--- src/include/scoe_defs.vh ---
// Purpose: Constants of the serial channel run-status and output-gate register bank.
// Assumes: AXI4-Lite slave with 32-bit data, one aligned word per register.
// Notes: Behaviour
`ifndef SCOE_DEFS_VH
`define SCOE_DEFS_VH
`define SCOE_OFS_RUN0 8'h00
`define SCOE_OFS_RUN1 8'h04
`define SCOE_OFS_GATE0 8'h08
`define SCOE_OFS_GATE1 8'h0C
`define SCOE_OFS_START0 8'h10
`define SCOE_OFS_START1 8'h14
`define SCOE_OFS_STOP0 8'h18
`define SCOE_OFS_STOP1 8'h1C
`define SCOE_OFS_CLK0 8'h20
`define SCOE_OFS_CLK1 8'h24
`define SCOE_OFS_DAT0 8'h28
`define SCOE_OFS_DAT1 8'h2C
`define SCOE_RUN0_MASK 4'hF
`define SCOE_RUN1_MASK 4'h3
`define SCOE_GATE0_MASK 4'h5
`define SCOE_GATE1_MASK 4'h1
`define SCOE_RESET_RUN 4'h0
`define SCOE_RESET_GATE 4'h0
`define SCOE_RESET_LEVEL 4'hF
`define SCOE_RESP_OKAY 2'h0
`define SCOE_RESP_SLVERR 2'h2
`endif

--- src/design/scoe_bank.v ---
// Purpose: Run-status and output-gate registers of two serial units, AXI4-Lite slave.
// Assumes: Engine level inputs come from logic on clk_sys.
// Notes: Unit 0 has four channels, unit 1 has two.
//
// Local design decisions: the AXI4-Lite interface to the registers and the register addresses.
`timescale 1ns/100ps
`default_nettype none
`include "scoe_defs.vh"
module scoe_bank (
  input wire clk_sys,
  input wire rst,
  input wire s_axi_awvalid,
  output reg s_axi_awready,
  input wire [7:0] s_axi_awaddr,
  input wire s_axi_wvalid,
  output reg s_axi_wready,
  input wire [31:0] s_axi_wdata,
  input wire [3:0] s_axi_wstrb,
  output reg s_axi_bvalid,
  input wire s_axi_bready,
  output reg [1:0] s_axi_bresp,
  input wire s_axi_arvalid,
  output reg s_axi_arready,
  input wire [7:0] s_axi_araddr,
  output reg s_axi_rvalid,
  input wire s_axi_rready,
  output reg [31:0] s_axi_rdata,
  output reg [1:0] s_axi_rresp,
  input wire [3:0] engine_clk0,
  input wire [3:0] engine_clk1,
  input wire [3:0] engine_dat0,
  input wire [3:0] engine_dat1,
  output reg [3:0] channel_run0,
  output reg [3:0] channel_run1,
  output reg [3:0] serial_output_gate0,
  output reg [3:0] serial_output_gate1,
  output reg [3:0] clock_pin0,
  output reg [3:0] clock_pin1,
  output reg [3:0] data_pin0,
  output reg [3:0] data_pin1
);

  reg [7:0] wr_addr;
  reg have_aw;
  reg [31:0] wr_data;
  reg [3:0] wr_strb;
  reg have_w;
  reg [3:0] clk_sw0;
  reg [3:0] clk_sw1;
  reg [3:0] dat_sw0;
  reg [3:0] dat_sw1;
  reg [3:0] next_run0;
  reg [3:0] next_run1;
  reg [31:0] next_rdata;
  reg next_rerr;
  wire wr_go;

  // Only the byte lane 0 strobe enables a trigger write; it covers the masked low four data bits.
  function [3:0] lane0;
    input [31:0] d;
    input [3:0] s;
    input [3:0] m;
    begin
      lane0 = s[0] ? (d[3:0] & m) : 4'h0;
    end
  endfunction

  function is_known;
    input [7:0] a;
    begin
      is_known = (a[7:2] <= 6'h0B) && (a[1:0] == 2'h0);
    end
  endfunction

  assign wr_go = have_aw && have_w && !s_axi_bvalid;

  always @(posedge clk_sys) begin
    if (rst) begin
      have_aw <= 1'b0;
      have_w <= 1'b0;
      wr_addr <= 8'h00;
      wr_data <= 32'h00000000;
      wr_strb <= 4'h0;
      s_axi_awready <= 1'b0;
      s_axi_wready <= 1'b0;
      s_axi_bvalid <= 1'b0;
      s_axi_bresp <= `SCOE_RESP_OKAY;
    end else begin
      s_axi_awready <= !have_aw && !s_axi_awready && s_axi_awvalid;
      s_axi_wready <= !have_w && !s_axi_wready && s_axi_wvalid;
      if (s_axi_awvalid && s_axi_awready) begin
        have_aw <= 1'b1;
        wr_addr <= s_axi_awaddr;
      end
      if (s_axi_wvalid && s_axi_wready) begin
        have_w <= 1'b1;
        wr_data <= s_axi_wdata;
        wr_strb <= s_axi_wstrb;
      end
      if (wr_go) begin
        have_aw <= 1'b0;
        have_w <= 1'b0;
        s_axi_bvalid <= 1'b1;
        s_axi_bresp <= is_known(wr_addr) ? `SCOE_RESP_OKAY : `SCOE_RESP_SLVERR;
      end else if (s_axi_bvalid && s_axi_bready) begin
        s_axi_bvalid <= 1'b0;
      end
    end
  end

  // Stop is applied after start, so a simultaneous pair leaves the channel stopped.
  always @* begin
    next_run0 = channel_run0;
    next_run1 = channel_run1;
    if (wr_go && wr_addr == `SCOE_OFS_START0) begin
      next_run0 = next_run0 | lane0(wr_data, wr_strb, `SCOE_RUN0_MASK);
    end
    if (wr_go && wr_addr == `SCOE_OFS_START1) begin
      next_run1 = next_run1 | lane0(wr_data, wr_strb, `SCOE_RUN1_MASK);
    end
    if (wr_go && wr_addr == `SCOE_OFS_STOP0) begin
      next_run0 = next_run0 & ~lane0(wr_data, wr_strb, `SCOE_RUN0_MASK);
    end
    if (wr_go && wr_addr == `SCOE_OFS_STOP1) begin
      next_run1 = next_run1 & ~lane0(wr_data, wr_strb, `SCOE_RUN1_MASK);
    end
  end

  always @(posedge clk_sys) begin
    if (rst) begin
      channel_run0 <= `SCOE_RESET_RUN;
      channel_run1 <= `SCOE_RESET_RUN;
      serial_output_gate0 <= `SCOE_RESET_GATE;
      serial_output_gate1 <= `SCOE_RESET_GATE;
      clk_sw0 <= `SCOE_RESET_LEVEL;
      clk_sw1 <= `SCOE_RESET_LEVEL;
      dat_sw0 <= `SCOE_RESET_LEVEL;
      dat_sw1 <= `SCOE_RESET_LEVEL;
    end else begin
      channel_run0 <= next_run0 & `SCOE_RUN0_MASK;
      channel_run1 <= next_run1 & `SCOE_RUN1_MASK;
      if (wr_go && wr_addr == `SCOE_OFS_GATE0 && wr_strb[0]) begin
        serial_output_gate0 <= wr_data[3:0] & `SCOE_GATE0_MASK;
      end
      if (wr_go && wr_addr == `SCOE_OFS_GATE1 && wr_strb[0]) begin
        serial_output_gate1 <= wr_data[3:0] & `SCOE_GATE1_MASK;
      end
      // Software level bits follow the pin one cycle late while the engine owns it, so a handover returns the pin to its level one cycle before the last engine level.
      clk_sw0 <= (channel_run0 & clock_pin0) | (~channel_run0 & clk_sw0);
      clk_sw1 <= (channel_run1 & clock_pin1) | (~channel_run1 & clk_sw1);
      dat_sw0 <= (serial_output_gate0 & data_pin0) | (~serial_output_gate0 & dat_sw0);
      dat_sw1 <= (serial_output_gate1 & data_pin1) | (~serial_output_gate1 & dat_sw1);
      if (wr_go && wr_addr == `SCOE_OFS_CLK0 && wr_strb[0]) begin
        clk_sw0 <= (channel_run0 & clock_pin0) | (~channel_run0 & wr_data[3:0]);
      end
      if (wr_go && wr_addr == `SCOE_OFS_CLK1 && wr_strb[0]) begin
        clk_sw1 <= (channel_run1 & clock_pin1) | (~channel_run1 & wr_data[3:0]);
      end
      if (wr_go && wr_addr == `SCOE_OFS_DAT0 && wr_strb[0]) begin
        dat_sw0 <= (serial_output_gate0 & data_pin0) | (~serial_output_gate0 & wr_data[3:0]);
      end
      if (wr_go && wr_addr == `SCOE_OFS_DAT1 && wr_strb[0]) begin
        dat_sw1 <= (serial_output_gate1 & data_pin1) | (~serial_output_gate1 & wr_data[3:0]);
      end
    end
  end

  // Pins: engine level while owned, otherwise the software level.
  always @(posedge clk_sys) begin
    if (rst) begin
      clock_pin0 <= `SCOE_RESET_LEVEL;
      clock_pin1 <= `SCOE_RESET_LEVEL;
      data_pin0 <= `SCOE_RESET_LEVEL;
      data_pin1 <= `SCOE_RESET_LEVEL;
    end else begin
      clock_pin0 <= (channel_run0 & engine_clk0) | (~channel_run0 & clk_sw0);
      clock_pin1 <= (channel_run1 & engine_clk1) | (~channel_run1 & clk_sw1);
      data_pin0 <= (serial_output_gate0 & engine_dat0) | (~serial_output_gate0 & dat_sw0);
      data_pin1 <= (serial_output_gate1 & engine_dat1) | (~serial_output_gate1 & dat_sw1);
    end
  end

  // Trigger registers read as zero; run-status is read only.
  always @* begin
    next_rdata = 32'h00000000;
    next_rerr = 1'b0;
    case (s_axi_araddr)
      `SCOE_OFS_RUN0: next_rdata = {28'h0000000, channel_run0};
      `SCOE_OFS_RUN1: next_rdata = {28'h0000000, channel_run1};
      `SCOE_OFS_GATE0: next_rdata = {28'h0000000, serial_output_gate0};
      `SCOE_OFS_GATE1: next_rdata = {28'h0000000, serial_output_gate1};
      `SCOE_OFS_START0: next_rdata = 32'h00000000;
      `SCOE_OFS_START1: next_rdata = 32'h00000000;
      `SCOE_OFS_STOP0: next_rdata = 32'h00000000;
      `SCOE_OFS_STOP1: next_rdata = 32'h00000000;
      `SCOE_OFS_CLK0: next_rdata = {28'h0000000, clk_sw0};
      `SCOE_OFS_CLK1: next_rdata = {28'h0000000, clk_sw1};
      `SCOE_OFS_DAT0: next_rdata = {28'h0000000, dat_sw0};
      `SCOE_OFS_DAT1: next_rdata = {28'h0000000, dat_sw1};
      default: next_rerr = 1'b1;
    endcase
  end

  always @(posedge clk_sys) begin
    if (rst) begin
      s_axi_arready <= 1'b0;
      s_axi_rvalid <= 1'b0;
      s_axi_rdata <= 32'h00000000;
      s_axi_rresp <= `SCOE_RESP_OKAY;
    end else begin
      s_axi_arready <= s_axi_arvalid && !s_axi_arready && !s_axi_rvalid;
      if (s_axi_arvalid && s_axi_arready) begin
        s_axi_rvalid <= 1'b1;
        s_axi_rdata <= next_rdata;
        s_axi_rresp <= next_rerr ? `SCOE_RESP_SLVERR : `SCOE_RESP_OKAY;
      end else if (s_axi_rvalid && s_axi_rready) begin
        s_axi_rvalid <= 1'b0;
      end
    end
  end

endmodule // scoe_bank
`default_nettype wire

--- config.mk ---
export PLATFORM = sky130hd
export DESIGN_NAME = scoe_bank
export DESIGN_NICKNAME = d
export VERILOG_FILES = /design/src/design/scoe_bank.v
export VERILOG_INCLUDE_DIRS = /design/src /design/src/include
export SDC_FILE = /design/constraint.sdc
export NUM_CORES = 1
export LEC_CHECK = 0
export ABC_AREA = 0
export BUFFER_PORTS_ARGS = -buffer_cell sky130_fd_sc_hd__buf_2
export CELL_PAD_IN_SITES_DETAIL_PLACEMENT = 0
export CELL_PAD_IN_SITES_GLOBAL_PLACEMENT = 2
export CORE_ASPECT_RATIO = 1.75
export CORE_MARGIN = 3
export CORE_UTILIZATION = 26
export DETAILED_ROUTE_END_ITERATION = 8
export HOLD_SLACK_MARGIN = 0.06
export PLACE_DENSITY_LB_ADDON = 0.1
export SLEW_MARGIN = 40
export SYNTH_ARGS = -nofsm -noshare
export SYNTH_HDL_FRONTEND = slang
export SYNTH_SLANG_ARGS = --single-unit
export TNS_END_PERCENT = 20
--- constraint.sdc ---
create_clock -name clk_sys -period 1.8 [get_ports clk_sys]
set_clock_uncertainty 0.1 [all_clocks]
set_input_delay 0.36 -clock clk_sys [delete_from_list [all_inputs] [get_ports clk_sys]]
set_output_delay 0.36 -clock clk_sys [all_outputs]
set_load 0.005 [all_outputs]
Word level (Yosys, flattened, before mapping)
Index checks and enable logic that the tools add are counted.
{ "word_totals": {"input_bits": 75, "ff_bits": 97, "elab_cells": 145, "output_inout_bits": 73} }
{ "classes": {"muxes": 17, "n_eq_ne": 21, "reduce_logical": 43, "order_cmp": 1, "bitwise_logic": 38} }
{ "op_table": {"columns": ["operator", "n"], "rows": [
  ["$eq 8x5->1 const B", 8],
  ["$eq 8x6->1 const B", 8],
  ["$or 4x4->4", 13],
  ["$and 4x4->4", 11],
  ["$eq 8x4->1 const B", 4],
  ["$pmux 4 s8", 1],
  ["$logic_and 1x1->1", 30],
  ["$mux 4", 7],
  ["$reduce_or 12->1", 1],
  ["$mux 2", 5],
  ["$and 1x4->4", 2],
  ["$and 2x4->4", 2],
  ["$and 3x4->4", 2],
  ["$eq 8x3->1 const B", 1],
  ["$logic_not 8->1", 1],
  ["$not 4->4", 2],
  ["$logic_not 1->1", 7],
  ["$le 6x4->1 const B", 1],
  ["$mux 1", 4],
  ["$not 1->4", 1],
  ["$not 2->4", 1],
  ["$not 3->4", 1],
  ["$reduce_bool 2->1", 2],
  ["$and 2x2->2", 1],
  ["4 further kinds", 4]
]} }

Longest topological paths before layout
Gate-level depths: netlist of the first run.
{ "depth": {"word_depth": 6, "mapped_depth": 6, "mapped_depth_nobuf": 4} }

Worst setup path before layout of the first run
Ideal clock, no wire load.
{ "synth_timing": {"path_type": "reg-to-reg", "start": "register wr_addr[0]", "end": "register dat_sw0[1]", "setup_time_ns": 0.120, "setup_slack_ns": 0.223, "path_stages_with_launch": 4, "required_time_ns": 1.580, "arrival_ns": 1.357, "period_less_slack_ns": 1.577, "path_cell_list": "dfxtp_1 -> nor4b_1 -> nand4_1 -> a211o_2"} }
{ "synth_via": {"elab_chain_len": 4} }
{ "synth_rtl": {"columns": ["element", "line_no", "source"], "rows": [
  ["from (decl)", "scoe_bank.v:43", "reg [7:0] wr_addr;"],
  ["from (signal assigned)", "scoe_bank.v:93", "wr_addr <= s_axi_awaddr;"],
  ["$eq 8x6->1 (no line)", null, null],
  ["$logic_and 1x1->1 (no line)", null, null],
  ["$logic_and 1x1->1", "scoe_bank.v:159", "if (wr_go && wr_addr == `SCOE_OFS_DAT0 && wr_strb[0]) begin"],
  ["$mux 4", "scoe_bank.v:159", null],
  ["to (signal assigned)", "scoe_bank.v:137", "dat_sw0 <= `SCOE_RESET_LEVEL;"],
  ["to (signal assigned)", "scoe_bank.v:151", "dat_sw0 <= (serial_output_gate0 & data_pin0) | (~serial_output_gate0 & dat_sw0);"],
  ["to (signal assigned)", "scoe_bank.v:160", "dat_sw0 <= (serial_output_gate0 & data_pin0) | (~serial_output_gate0 & wr_data[3:0]);"],
  ["to (decl)", "scoe_bank.v:50", "reg [3:0] dat_sw0;"]
]} }
No other way between the ends.
A chain may end at the register's enable or synchronous reset.

Final worst setup path of the first run
{ "layout_timing": {"start": "register wr_addr[0]", "end": "register dat_sw1[2]"} }
{ "layout_via": {"elab_chain_len": 4} }
{ "layout_rtl": {"columns": ["element", "line_no", "source"], "rows": [
  ["$eq 8x6->1 (no line)", null, null],
  ["$logic_and 1x1->1 (no line)", null, null],
  ["$logic_and 1x1->1", "scoe_bank.v:162", "if (wr_go && wr_addr == `SCOE_OFS_DAT1 && wr_strb[0]) begin"],
  ["$mux 4", "scoe_bank.v:162", null],
  ["to (signal assigned)", "scoe_bank.v:138", "dat_sw1 <= `SCOE_RESET_LEVEL;"],
  ["to (signal assigned)", "scoe_bank.v:152", "dat_sw1 <= (serial_output_gate1 & data_pin1) | (~serial_output_gate1 & dat_sw1);"],
  ["to (signal assigned)", "scoe_bank.v:163", "dat_sw1 <= (serial_output_gate1 & data_pin1) | (~serial_output_gate1 & wr_data[3:0]);"],
  ["to (decl)", "scoe_bank.v:51", "reg [3:0] dat_sw1;"]
]} }
No other way between the ends.

==> results of run 1 <==
==> state kept, by name, summed over array words and instances (netlist names), 2 cells and up, named ones only <==
| signal | count |
|---|---|
| dat_sw1 | 4 |
| wr_data | 4 |
| clk_sw0 | 4 |
| data_pin1 | 4 |
| dat_sw0 | 2 |
| clk_sw1 | 4 |
| s_axi_rdata | 4 |
| serial_output_gate0 | 2 |
| channel_run0 | 4 |
| wr_addr | 8 |
| clock_pin0 | 4 |
| data_pin0 | 4 |
| clock_pin1 | 4 |
==> layer usage <==
metal	GRT usage, %	wire length, µm	vias to the layer above
met5	0	0	-
met4	6.505	245	0
met3	3.085	350	15
met2	25.52	4840	69
met1	12.90	3055	1225
li1	-	-	1318
==> Yosys cell counts, types with 10 or more instances <==
cell | n | area share [%]
dfxtp_1 | 67 | 44
buf_4 | 37 | 9.0
a21oi_1 | 23 | 3.7
nand2_1 | 23 | 2.8
nor2_1 | 18 | 2.2
a211o_1 | 14 | 4.0
a211oi_1 | 13 | 3.2
nand3_1 | 13 | 2.1
nor3_1 | 13 | 2.1
clkbuf_1 | 12 | 1.5
nor2b_1 | 11 | 2.2
nor4_1 | 10 | 2.0
==> cell families after synthesis <==
family	after synthesis	synth area share (%)
AO/OA/AOI/OAI	65	14.38
multiplexers	13	5.849
AND/OR/NAND/NOR	128	23.80
flip-flops	67	43.54
buffers and inverters	63	12.31
other	1	0.1217
==> cell type report <==
| class | count | area (µm²) |
|---|---|---|
| clock buffer | 12 | 246.5 |
| clock inverter | 3 | 15.01 |
| fill | 1285 | 7734 |
| inverter | 7 | 26.28 |
| multi-input combinational | 243 | 1496 |
| sequential | 67 | 1341 |
| tap | 135 | 168.9 |
| timing repair buffer | 96 | 553.0 |
==> through the flow <==
step	instance area, µm²	utilization (%)
floorplan	3216	-
global placement	3585	30.95
detailed placement	3585	30.95
CTS	3846	33.21
global route	3847	33.22
finish	3847	33.22
==> final timing paths <==
| kind | from | to | slack, ns | cells after the start |
|---|---|---|---|---|
| setup / recovery | wr_addr[0]$_SDFFE_PP0P_ | dat_sw1[2]$_SDFFE_PP1P_ | 0.14 | 5 |
| hold / removal | engine_clk1[0] | clock_pin1[0]$_SDFF_PP1_ | 0.13 | 2 |
| setup reg to reg | wr_addr[0]$_SDFFE_PP0P_ | dat_sw1[2]$_SDFFE_PP1P_ | 0.14 | 5 |
| hold reg to reg | s_axi_rdata[1]$_SDFFE_PP0P_ | s_axi_rdata[1]$_SDFFE_PP0P_ | 0.34 | 2 |
==> report_power, final <==
group	total, mW	leakage, nW	internal (mW)	switching [mW]
Combinational	0.207	0.855	0.0841	0.122
Clock	1.56	0.132	0.954	0.610
Sequential	1.52	0.543	1.50	0.0212
==> flow_summary.ini, run 1 <==
[cells_and_area]
synthToLayoutAreaGrowth_pct = 24.90
nets = 499
instances_no_fill = 563
diodes = 0
layout_common_cells = buf_2 (72), dfxtp_1 (67), conb_1 (37)
drive_gt1_share_pct = 29.44
final_common_cell = buf_2

[route]
drc = 0
antenna_left = 0
routed_wl_um = 8491
via_per_inst = 4.666
routedWlPerCell_um = 15.08
drt_iter0_drc = 53
first_pass_iters = 4
vias = 2627

[worst_setup_path]
path_buf_inv = 2
cp-end-kind = flip-flop
path_max_fanout = 8
critical_path_class = reg -> reg
cp_top_family = simple AND/OR/NAND/NOR gates
cp.required_ns = 1.92
cp_common_cell = buf_4
cp_slowest_cell = nor3b_2
worstPathCellList = buf_4, nor3b_2, nand4_1, buf_4, a211o_1
slowest_delay_ns = 0.34
start_kind = flip-flop
crit_arrival_ns = 1.78

[clock_tree]
cts_resized = 0
htree_levels = 3
numCtsBuffers = 9
clock_latency_ns = 0.33
clkTransAtPathRegs_ns = 0.05
clock-root-buffer = clkbuf_16
cts_setup_buffers = 0
clock_path_buffers = 2
postCtsHoldBufs = 0
cts.sinks = 67
cts_tree = yes

[floorplan]
io_pins = 148
die_height_um = 150.0
die-area_um2 = 13240
initial_core_util_pct = 26.60
coreArea_um2 = 11580
die_w_um = 88.28
rows = 52

[sta]
timing.setup.tns_ns = 0
fmax_mhz = 601.7
drv_slew = 0
rsz0062_at_grt = no
min_period_over_period_pct = 92.34
setup_viol = 0
fin_hold_ws_ns = 0.1342
finalHoldViolCount = 0
fin_crit_ns = 1.662
worst_slack_ns = 0.1379

[place]
place.port_buffers = 72
place_ws_ns = 0.1029
dp.final_hpwl_um = 6594
gp_congestion = 0.7354
place_inst = 548

[grt]
grt-ovfl-total = 0
grt_pass1_wl_um = 13280
globalRouteTotalUtil_pct = 13.38
grt_pass1_vias = 2623
grt_max_degree = 40
antenna_found_initial = 0

[synthesis]
ys_seq_area_share_pct = 43.54
syn_area_um2 = 3080
ys_async_sr_fraction_pct = 0
synth_warnings = 0
syn_area_per_cell_um2 = 9.141
synth-edff-count = 0
synth_cell_types = 41
synth.ff_latch_count = 67
synthCells = 337
synthFlopType = dfxtp_1

[job]
maxCapViolCount = 0

[power_and_ir_drop]
cellLeakagePower_nw = 1.530
powerDensity_nw_per_um2 = 856.2
finalPower_mw = 3.294
ir_drop_uv = 389.2

[min_path]
hold_class = in -> reg

[outcome]
status = finished, final reports clean
(Power assumes the default switching activity.)
==> inputs of run 2 (changes only) <==
--- a/config.mk
+++ b/config.mk
@@ -16,6 +16,7 @@
 export DETAILED_ROUTE_END_ITERATION = 8
 export HOLD_SLACK_MARGIN = 0.06
 export PLACE_DENSITY_LB_ADDON = 0.1
+export REMOVE_ABC_BUFFERS = 1
 export SLEW_MARGIN = 40
 export SYNTH_ARGS = -nofsm -noshare
 export SYNTH_HDL_FRONTEND = slang
==> run 2 against run 1 <==
  * Sequential power is essentially flat
  * Die area is the same
  * Cell count grew 0.18%
  * Global-route usage shrank 0.33 points
  * Register-to-register slack is essentially flat
  * Critical path type unchanged
  * Power grew 10%
  * Highest routed layer unchanged
==> flow_summary.ini, run 2 (synthesis results as in run 1) <==
[outcome]
status = finished, final reports clean

[power_and_ir_drop]
finalPower_mw = 3.631
internal-power_mw = 2.802
cellLeakagePower_nw = 1.545
p_seq_share_pct = 42.0
p_sw_share_pct = 22.82
pwr-share-clk_pct = 52.6
powerDensity_nw_per_um2 = 931.3
p_sw_mw = 0.8286
ir_drop_uv = 462.3
comb_power_share_pct = 5.5

[cells_and_area]
drive_gt1_share_pct = 29.84
multiInputGateArea_um2 = 1495
regArea_um2 = 1341
instances_no_fill = 564
final_common_cell = buf_2
layout_common_cells = buf_2 (72), dfxtp_1 (67), conb_1 (37), buf_4 (24)
synthToLayoutAreaGrowth_pct = 26.56
fill_cells = 1253
largest_register_ff_count = 8
regMostFlops = wr_addr
diodes = 0
nets = 499

[route]
drc = 0
vias = 2603
routedWlPerCell_um = 14.77
wl_met1_um = 3073
wl_met3_um = 437
first_pass_iters = 4
via_per_inst = 4.615
drt_iter0_drc = 69
wl_met2_um = 4700
antenna_left = 0
routed_wl_um = 8330
top_layer_used = met4

[clock_tree]
clock_path_buffers = 2
clkTransAtPathRegs_ns = 0.06
numCtsBuffers = 9
cts_setup_buffers = 0
postCtsHoldBufs = 0
clock-root-buffer = clkbuf_16
clock_latency_ns = 0.33
cts_tree = yes
cts.sinks = 67
cts_resized = 0
htree_levels = 3

[grt]
grt_max_degree = 33
grt_pass1_vias = 2515
grt_pass1_wl_um = 12970
antenna_found_initial = 0
grt-ovfl-total = 0
globalRouteTotalUtil_pct = 13.05

[floorplan]
io_pins = 148
initial_core_util_pct = 26.60
die_w_um = 88.28
die_height_um = 150.0
die-area_um2 = 13240
rows = 52
coreArea_um2 = 11580

[sta]
setup_viol = 0
fin_crit_ns = 1.666
finalHoldViolCount = 0
fin_hold_ws_ns = 0.1299
slew_headroom_pct = 60.05
timing.setup.tns_ns = 0
drv_slew = 0
rsz0062_at_grt = no
fmax_mhz = 600.2
worst_pin_slew_ns = 0.5993
min_period_over_period_pct = 92.56

[worst_setup_path]
crit_arrival_ns = 1.78
path_max_fanout = 4
slowest_delay_ns = 0.32
reg2reg_depth = 5
path_depth = 5
cp_top_family = simple AND/OR/NAND/NOR gates
cp-end-kind = flip-flop
cp_slowest_cell = and4_1
path_buf_inv = 1
worstPathCellList = buf_4, nor3_1, and4_1, a21oi_1, a211oi_1
cp.required_ns = 1.92
critical_path_class = reg -> reg
start_kind = flip-flop

[min_path]
hold_class = in -> reg
whs_path_depth = 2

[place]
dp.final_hpwl_um = 6545
place_inst = 548
gp_congestion = 0.7082
place.port_buffers = 72

[job]
maxCapViolCount = 0
[run 2: final cells by class]
class                      count  area share, %
inverter                       7         0.6739
timing repair buffer          96          13.86
tap                          135          4.332
clock inverter                 7          2.599
sequential                    67          34.40
clock buffer                   9          5.777
multi-input combinational    243          38.35
[run 2: power groups by stage]
stage | Clock [mW] | Combinational (mW) | Sequential (mW)
floorplan | 0 | 0.0674 | 1.55
global placement | 0 | 0.199 | 1.56
detailed placement | 0 | 0.200 | 1.56
CTS | 1.98 | 0.201 | 1.52
global route | 2.05 | 0.227 | 1.53
finish | 1.91 | 0.198 | 1.52
[run 2: path summary, 6_finish.rpt]
| path | from | endpoint | slack [ns] |
|---|---|---|---|
| max | wr_addr[0]$_SDFFE_PP0P_ | channel_run0[0]$_SDFF_PP0_ | 0.13 |
| min | engine_clk1[1] | clock_pin1[1]$_SDFF_PP1_ | 0.13 |
| max reg2reg | wr_addr[0]$_SDFFE_PP0P_ | channel_run0[0]$_SDFF_PP0_ | 0.13 |
| min reg2reg | have_w$_SDFFE_PP0P_ | s_axi_wready$_SDFF_PP0_ | 0.35 |
[run 2: through the flow]
stage	area [µm²]	utilization (%)	worst slack, ns
after floorplan	2863	-	0.1990
after global placement	3572	30.84	0.1152
after detailed placement	3572	30.84	0.1085
after CTS	3899	33.66	0.09875
after global routing	3899	33.66	0.03043
final	3899	33.66	0.1340
[run 2: routing by layer]
layer  track usage, %  vias to the layer above
li1                 -                     1324
met1            13.16                     1197
met2            24.81                       75
met3            3.691                        7
met4            4.312                        0
met5                0                        -
